File: src/rtl/adc_ctrl_pkg.sv
// converter control package: constants, modes and carrier structs
// assumes one 50 MHz system clock; converter clock is a prescaled tick
package adc_ctrl_pkg;
    localparam int CLK_MHZ = 50;
    localparam logic [4:0] NORMAL_CYCLES = 5'd13;
    localparam logic [4:0] FIRST_CYCLES = 5'd25;
    localparam logic [9:0] FULL_SCALE = 10'h3ff;
    localparam logic [4:0] CHANNEL_RESET = 5'h00;
    localparam logic [1:0] REFERENCE_RESET = 2'h0;
    localparam logic [6:0] PRESCALE_RESET = 7'h00;
    localparam logic [1:0] REF_PIN = 2'h0;
    localparam logic [1:0] REF_SUPPLY = 2'h1;
    localparam logic [1:0] REF_RESERVED = 2'h2;
    localparam logic [1:0] REF_BANDGAP = 2'h3;

    typedef enum logic [1:0] {
        SLEEP_IDLE = 2'h0,
        SLEEP_NOISE_REDUCTION = 2'h1,
        SLEEP_OTHER = 2'h2
    } sleep_mode_t;

    typedef enum logic [1:0] {
        ST_IDLE = 2'b00,
        ST_CONVERT = 2'b01
    } conv_state_t;

    typedef struct packed {
        logic [4:0] channel_select;
        logic [1:0] reference_select;
    } selection_t;

    typedef struct packed {
        logic analog_supply_reference;
        logic bandgap_voltage;
        logic reference_pin;
    } ref_source_t;

    typedef struct packed {
        conv_state_t st;
        selection_t hold;
        selection_t active;
        logic start_bit;
        logic start_pending;
        logic [4:0] cycle;
        logic [4:0] conv_len;
        logic first_due;
        logic done_flag;
        logic [9:0] result;
        logic [6:0] presc;
        logic trig_prev;
        logic done_prev;
        logic sleep_armed;
    } ctrl_state_t;
endpackage

File: src/rtl/adc_select_buffer.sv
// converter control: selection buffering, start, timing, sleep-started conversion
// assumes all inputs come from logic on MCLK_I; the analog core supplies SAR_DATA_I
`timescale 1ns/100ps
`default_nettype none
module adc_select_buffer (
    input wire logic MCLK_I, // system clock
    input wire logic RSTN_I, // synchronous reset, active low
    input wire logic SEL_WRITE_I, // pulse: cpu writes the selection
    input wire adc_ctrl_pkg::selection_t SEL_DATA_I, // selection written
    input wire logic START_WRITE_I, // pulse: cpu writes one to the start bit
    input wire logic CONVERTER_ENABLE_I, // converter enable level
    input wire logic AUTO_TRIGGER_ENABLE_I, // auto trigger enable level
    input wire logic FREE_RUN_I, // trigger source is the done flag
    input wire logic TRIGGER_I, // external trigger source level
    input wire logic [2:0] PRESCALE_SEL_I, // converter clock = clock / 2^(sel+1); sel 7 divides by 128 like sel 6
    input wire logic DONE_CLEAR_I, // pulse: cpu clears the done flag
    input wire logic INT_ENABLE_I, // completion interrupt enable
    input wire logic SLEEP_ENTER_I, // pulse: cpu executes a sleep instruction
    input wire adc_ctrl_pkg::sleep_mode_t SLEEP_MODE_I, // mode of that sleep
    input wire logic CPU_HALTED_I, // cpu clock halted
    input wire logic [9:0] SAR_DATA_I, // result from the converter core
    input wire logic OVER_RANGE_I, // input above reference at sampling
    output logic CONV_TICK_O, // converter clock rising edge pulse
    output adc_ctrl_pkg::selection_t ACTIVE_SEL_O, // selection steering the core
    output adc_ctrl_pkg::ref_source_t REF_SOURCE_O, // decoded reference switch
    output logic SEL_LOCKED_O, // active selection frozen
    output logic START_BIT_O, // start bit readback, conversion busy
    output logic CONVERTING_O, // conversion in progress
    output logic DONE_FLAG_O, // conversion done flag
    output logic [9:0] RESULT_O, // last conversion result
    output logic IRQ_O // completion interrupt request / wake-up
);
    import adc_ctrl_pkg::*;

    ctrl_state_t s_reg, s_next;
    logic tick, locked, last_cycle, trig_edge, auto_on;

    function automatic ref_source_t decode_ref(input logic [1:0] r);
        ref_source_t d;
        d = '0;
        case (r)
            REF_PIN: d.reference_pin = 1'b1;
            REF_SUPPLY: d.analog_supply_reference = 1'b1;
            REF_BANDGAP: d.bandgap_voltage = 1'b1;
            default: d = '0; // reserved: no source switched
        endcase
        return d;
    endfunction

    always_comb begin
        auto_on = AUTO_TRIGGER_ENABLE_I && CONVERTER_ENABLE_I;
        tick = CONVERTER_ENABLE_I &&
            ((s_reg.presc & ((7'h02 << PRESCALE_SEL_I) - 7'h01)) ==
             ((7'h02 << PRESCALE_SEL_I) - 7'h01));
        last_cycle = (s_reg.st == ST_CONVERT) && (s_reg.cycle == s_reg.conv_len - 5'd1);
        // frozen from start, free again in the final converter clock
        locked = (s_reg.st == ST_CONVERT) && !last_cycle;
        trig_edge = auto_on && (FREE_RUN_I ? (s_reg.done_flag && !s_reg.done_prev)
                                           : (TRIGGER_I && !s_reg.trig_prev));
    end

    always_comb begin
        s_next = s_reg;
        s_next.trig_prev = TRIGGER_I;
        s_next.done_prev = s_reg.done_flag;
        s_next.presc = CONVERTER_ENABLE_I ? s_reg.presc + 7'h01 : PRESCALE_RESET;
        if (!CONVERTER_ENABLE_I) begin
            s_next.first_due = 1'b1;
        end
        if (SEL_WRITE_I) begin
            s_next.hold = SEL_DATA_I;
        end
        if (tick && !locked) begin
            s_next.active = s_reg.hold;
        end
        if (DONE_CLEAR_I) begin
            s_next.done_flag = 1'b0;
        end
        if (START_WRITE_I && CONVERTER_ENABLE_I) begin
            s_next.start_bit = 1'b1;
            s_next.start_pending = 1'b1;
        end
        // sleep start only in idle/noise-reduction; other modes clear sleep_armed
        if (SLEEP_ENTER_I) begin
            s_next.sleep_armed = (SLEEP_MODE_I == SLEEP_IDLE ||
                SLEEP_MODE_I == SLEEP_NOISE_REDUCTION) && CONVERTER_ENABLE_I;
        end
        if (s_reg.sleep_armed && CPU_HALTED_I && s_reg.st == ST_IDLE) begin
            s_next.sleep_armed = 1'b0;
            s_next.start_bit = 1'b1;
            s_next.start_pending = 1'b1;
        end
        if (trig_edge && s_reg.st == ST_IDLE && !FREE_RUN_I) begin
            // prescaler restarts so trigger-to-start delay is fixed
            s_next.presc = PRESCALE_RESET;
            s_next.start_bit = 1'b1;
            s_next.start_pending = 1'b1;
        end
        case (s_reg.st)
            ST_IDLE: begin
                if (tick && s_reg.start_pending) begin
                    s_next.st = ST_CONVERT;
                    s_next.start_pending = 1'b0;
                    // a start held pending over a completion must read busy again
                    s_next.start_bit = 1'b1;
                    s_next.cycle = 5'd0;
                    s_next.conv_len = s_reg.first_due ? FIRST_CYCLES : NORMAL_CYCLES;
                    s_next.first_due = 1'b0;
                end
            end
            ST_CONVERT: begin
                if (tick) begin
                    if (last_cycle) begin
                        s_next.result = OVER_RANGE_I ? FULL_SCALE : SAR_DATA_I;
                        s_next.done_flag = 1'b1;
                        if (auto_on && FREE_RUN_I) begin
                            // restart at once; start bit stays high
                            s_next.cycle = 5'd0;
                            s_next.conv_len = NORMAL_CYCLES;
                        end else begin
                            s_next.st = ST_IDLE;
                            s_next.start_bit = 1'b0;
                        end
                    end else begin
                        s_next.cycle = s_reg.cycle + 5'd1;
                    end
                end
            end
            default: s_next.st = ST_IDLE;
        endcase
        if (!CONVERTER_ENABLE_I) begin
            s_next.st = ST_IDLE;
            s_next.start_bit = 1'b0;
            s_next.start_pending = 1'b0;
            s_next.sleep_armed = 1'b0;
        end
    end

    always_ff @(posedge MCLK_I) begin
        if (!RSTN_I) begin
            s_reg <= '0;
            s_reg.st <= ST_IDLE;
            s_reg.hold <= '{CHANNEL_RESET, REFERENCE_RESET};
            s_reg.active <= '{CHANNEL_RESET, REFERENCE_RESET};
            s_reg.first_due <= 1'b1;
        end else begin
            s_reg <= s_next;
        end
    end

    assign CONV_TICK_O = tick;
    assign ACTIVE_SEL_O = s_reg.active;
    assign REF_SOURCE_O = decode_ref(s_reg.active.reference_select);
    assign SEL_LOCKED_O = locked;
    assign START_BIT_O = s_reg.start_bit;
    assign CONVERTING_O = (s_reg.st == ST_CONVERT);
    assign DONE_FLAG_O = s_reg.done_flag;
    assign RESULT_O = s_reg.result;
    // raised whether or not something else woke the cpu already
    assign IRQ_O = s_reg.done_flag && INT_ENABLE_I;

    property p_hold_capture;
        @(posedge MCLK_I) disable iff (!RSTN_I)
        SEL_WRITE_I |=> s_reg.hold == $past(SEL_DATA_I);
    endproperty
    a_hold_capture: assert property (p_hold_capture)
        else $error("holding selection missed a write");

    property p_unlocked_copy;
        @(posedge MCLK_I) disable iff (!RSTN_I)
        (tick && !locked) |=> ACTIVE_SEL_O == $past(s_reg.hold);
    endproperty
    a_unlocked_copy: assert property (p_unlocked_copy)
        else $error("active selection not refreshed while unlocked");

    property p_frozen;
        @(posedge MCLK_I) disable iff (!RSTN_I)
        locked |=> $stable(ACTIVE_SEL_O);
    endproperty
    a_frozen: assert property (p_frozen)
        else $error("active selection changed while locked");

    property p_unlock_before_done;
        @(posedge MCLK_I) disable iff (!RSTN_I)
        $rose(DONE_FLAG_O) |-> !$past(SEL_LOCKED_O);
    endproperty
    a_unlock_before_done: assert property (p_unlock_before_done)
        else $error("selection still locked in last cycle");

    property p_start_on_tick;
        @(posedge MCLK_I) disable iff (!RSTN_I)
        $rose(CONVERTING_O) |-> $past(tick) && $past(s_reg.start_pending);
    endproperty
    a_start_on_tick: assert property (p_start_on_tick)
        else $error("conversion began off a converter clock edge");

    property p_done_clears_start;
        @(posedge MCLK_I) disable iff (!RSTN_I)
        ($rose(DONE_FLAG_O) && !($past(auto_on) && $past(FREE_RUN_I))) |-> !START_BIT_O;
    endproperty
    a_done_clears_start: assert property (p_done_clears_start)
        else $error("start bit not cleared with done flag");

    property p_length;
        @(posedge MCLK_I) disable iff (!RSTN_I)
        $rose(CONVERTING_O) |-> s_reg.cycle == 5'd0 &&
            s_reg.conv_len == ($past(s_reg.first_due) ? FIRST_CYCLES : NORMAL_CYCLES);
    endproperty
    a_length: assert property (p_length)
        else $error("conversion length wrong");

    property p_full_scale;
        @(posedge MCLK_I) disable iff (!RSTN_I)
        (tick && last_cycle && OVER_RANGE_I) |=> RESULT_O == FULL_SCALE;
    endproperty
    a_full_scale: assert property (p_full_scale)
        else $error("over-range did not give full scale");

    property p_irq;
        @(posedge MCLK_I) disable iff (!RSTN_I)
        (tick && last_cycle) |=> DONE_FLAG_O && (IRQ_O == INT_ENABLE_I);
    endproperty
    a_irq: assert property (p_irq)
        else $error("completion request missing");

    property p_sleep_once;
        @(posedge MCLK_I) disable iff (!RSTN_I)
        $fell(s_reg.sleep_armed) && !$past(SLEEP_ENTER_I) |-> s_reg.start_pending ||
            CONVERTING_O || !CONVERTER_ENABLE_I || !$past(CONVERTER_ENABLE_I);
    endproperty
    a_sleep_once: assert property (p_sleep_once)
        else $error("sleep arm dropped without starting");
endmodule // adc_select_buffer
`default_nettype wire

File: config.mk
export PLATFORM = sky130hd
export DESIGN_NAME = adc_select_buffer
export DESIGN_NICKNAME = d
export VERILOG_FILES = /design/src/rtl/adc_ctrl_pkg.sv /design/src/rtl/adc_select_buffer.sv
export SDC_FILE = /design/constraint.sdc
export NUM_CORES = 1
export LEC_CHECK = 0
export ABC_AREA = 0
export BUFFER_PORTS_ARGS = -buffer_cell sky130_fd_sc_hd__buf_2
export CORE_UTILIZATION = 46
export CTS_BUF_LIST = sky130_fd_sc_hd__clkbuf_4
export CTS_CLUSTER_SIZE = 12
export DETAILED_ROUTE_END_ITERATION = 12
export GPL_ROUTABILITY_DRIVEN = 0
export PLACE_DENSITY = 0.72
export SKIP_CTS_REPAIR_TIMING = 1
export SLEW_MARGIN = 20
export SYNTH_ARGS = -nofsm -noshare
export SYNTH_HDL_FRONTEND = slang
export SYNTH_SLANG_ARGS = --single-unit
File: constraint.sdc
create_clock -name MCLK_I -period 4.59 [get_ports MCLK_I]
set_clock_uncertainty 0.05 [all_clocks]
set_input_delay 0.2295 -clock MCLK_I [delete_from_list [all_inputs] [get_ports MCLK_I]]
set_output_delay 0.2295 -clock MCLK_I [all_outputs]
set_load 0.01 [all_outputs]
==> metrics.cfg <==
[placed_design]
io_buffers = 59
dpl_cell_area_um2 = 2400
dpl.hpwl_um = 3070

[routing]
drt-pass1-iter-count = 4
vias = 1838
wire_per_inst_um = 13.0
ant_nets = 0
avgViaCountPerCell = 5.47
drt-initial-drc-count = 73
wirelength_um = 4360
drcViolationCount = 0

[die]
core_um2 = 4500
boundaryPins = 61
die_h_um = 71.6
start_util = 0.494
die-area_um2 = 5120
die_x_um = 71.6
num_rows = 24

[synth]
synth_edf_count = 0
syn_nets = 285
synthTopCellsByCount = dfxtp_1 (46), nor2_1 (22), nand3_1 (18)
synth_area_um2 = 2230
ys.flop_type = dfxtp_1
synth.most_common_cell = dfxtp_1
yosys.area.top_type_share = 0.414
synth_seq_area_share = 0.414
ys_ff_latch = 46
ys_types = 49
synthTopCellsByArea = dfxtp_1 (41%), buf_4 (5.7%), o311a_1 (4.5%)
synth.largest_area_cell = dfxtp_1
syn_area_per_cell_um2 = 9.09
async_flop_share = 0
yosys_warnings = 0
netlist_instances = 245

[critical_path]
critPathKind = input port to output port
r2r_start = s_reg[25]
critPathRequiredTime_ps = 4310
cp_max_fo = 19
start_kind = input port
crit_arrival_ps = 2930
critPathLaunch = PRESCALE_SEL_I[2]
end_kind = output port

[timing]
post-route-period-util = 0.700
rsz0062_at_grt = no
finalSetupTns_ps = 0
fmax_mhz = 311
relSlewSlack = 0.668
period_minus_slack_ps = 3210
setup_viol = 0
drv_slew = 0
hold_viol_final = 0
finalHoldWorstSlack_ps = 31.9
tightestPinTransition_ps = 494

[finish]
syn_to_final_growth_pct = 11.2
final_core_util = 0.550
largest_reg_flops = 27
fin_area_um2 = 2480
nNetsFinal = 323
drive_above_1_share = 0.271
antenna_cells = 0

[global_routing]
grt_pass1_wl_um = 7470
grt_pass1_vias = 1667
grt_start_max_net_pins = 24
gr-total-overflow = 0
grt_usage = 0.186
antenna_found_initial = 0

[clock_network]
clk_pin_slew_ps = 120
clkSinkCount = 46
clockRootBuffer = clkbuf_4
cts_tree = done
clk_path_buf_depth = 2
clk_latency_ps = 360
cts_buffers = 5
htree_levels = 2

[min_path]
hold_path.startpoint = TRIGGER_I
hold_class = input port to register

[power_and_ir_drop]
finalPower_uw = 643
p_leak_uw = 0.00105
ir_worst_vdd_mv = 0.179
powerDensity_nw_per_um2 = 260

[status]
outcome = finished, final reports clean

[flow_run]
max_cap_violations = 0

==> area by class of cell <==
class	count	area [um^2]
Sequential cell	46	921
Inverter	11	41.3
Multi-Input combinational cell	157	1070
Tap cell	52	65.1
Clock buffer	6	45.0
Timing Repair Buffer	62	323
Clock inverter	2	8.76
Fill cell	420	2030
==> power by group <==
group	leakage (uW)	total, uW	internal, uW	switching [uW]
Clock	0.0000331	187	63.6	124
Combinational	0.000646	46.4	22.3	24.0
Sequential	0.000373	409	405	3.89
==> critical path, stage by stage <==
cell,delay [ps]
buf_2,130
or3_4,390
ha_1,250
or4b_2,670
a31oi_1,180
a2111o_1,350
buf_4,300
inv_1,230
buf_2,210
==> path summary, 6_finish.rpt <==
path / end / slack [ps] / depth (start not counted)
worst max-delay path: CONV_TICK_O / 1380 / 9
worst min register to register: s_reg[21] / 430 / 1
worst max register to register: s_reg[29] / 2140 / 8
worst min-delay path: s_reg[2] / 30 / 2
==> cell usage in the layout (no fill, tap or decap), types with 2 or more instances in the layout <==
| cell type | instances |
|---|---|
| nand2_1 | 9 |
| xor2_1 | 4 |
| buf_2 | 59 |
| o21bai_1 | 10 |
| clkinv_1 | 2 |
| a21o_1 | 2 |
| a31o_2 | 3 |
| o21ai_0 | 10 |
| ha_1 | 5 |
| nand3_1 | 18 |
| inv_1 | 10 |
| xnor2_1 | 3 |
| a2111o_1 | 3 |
| nor2b_1 | 2 |
| nor3_1 | 4 |
| a211oi_1 | 2 |
| nor3b_1 | 4 |
| clkbuf_4 | 6 |
| o211ai_1 | 2 |
| nor4_1 | 3 |
| o311a_1 | 10 |
| nor2_1 | 22 |
| mux2i_1 | 7 |
| or3_4 | 2 |
| dfxtp_1 | 46 |
| a21oi_1 | 10 |
| dlygate4sd3_1 | 2 |
| and2_1 | 3 |
==> through the flow <==
step	worst slack, ps	instances
CTS	1370	334
floorplan	2020	245
finish	1380	336
detailed placement	1320	326
global route	1230	336
global placement	1340	326
==> logic make-up after synthesis <==
kind of cell	count (synthesis)	synth area share
adder cells (fa/ha/maj)	5	0.0281
multiplexers	8	0.0365
buffers and inverters	42	0.105
AND/OR/NAND/NOR	77	0.181
AO/OA/AOI/OAI	59	0.198
XOR/XNOR	8	0.0377
flip-flops	46	0.414
==> layer usage <==
layer	routed length [um]	track usage
met1	2040	0.238
met2	1990	0.296
met3	257	0.0478
met4	76	0.0850
met5	0	0
(Power assumes the default switching activity.)
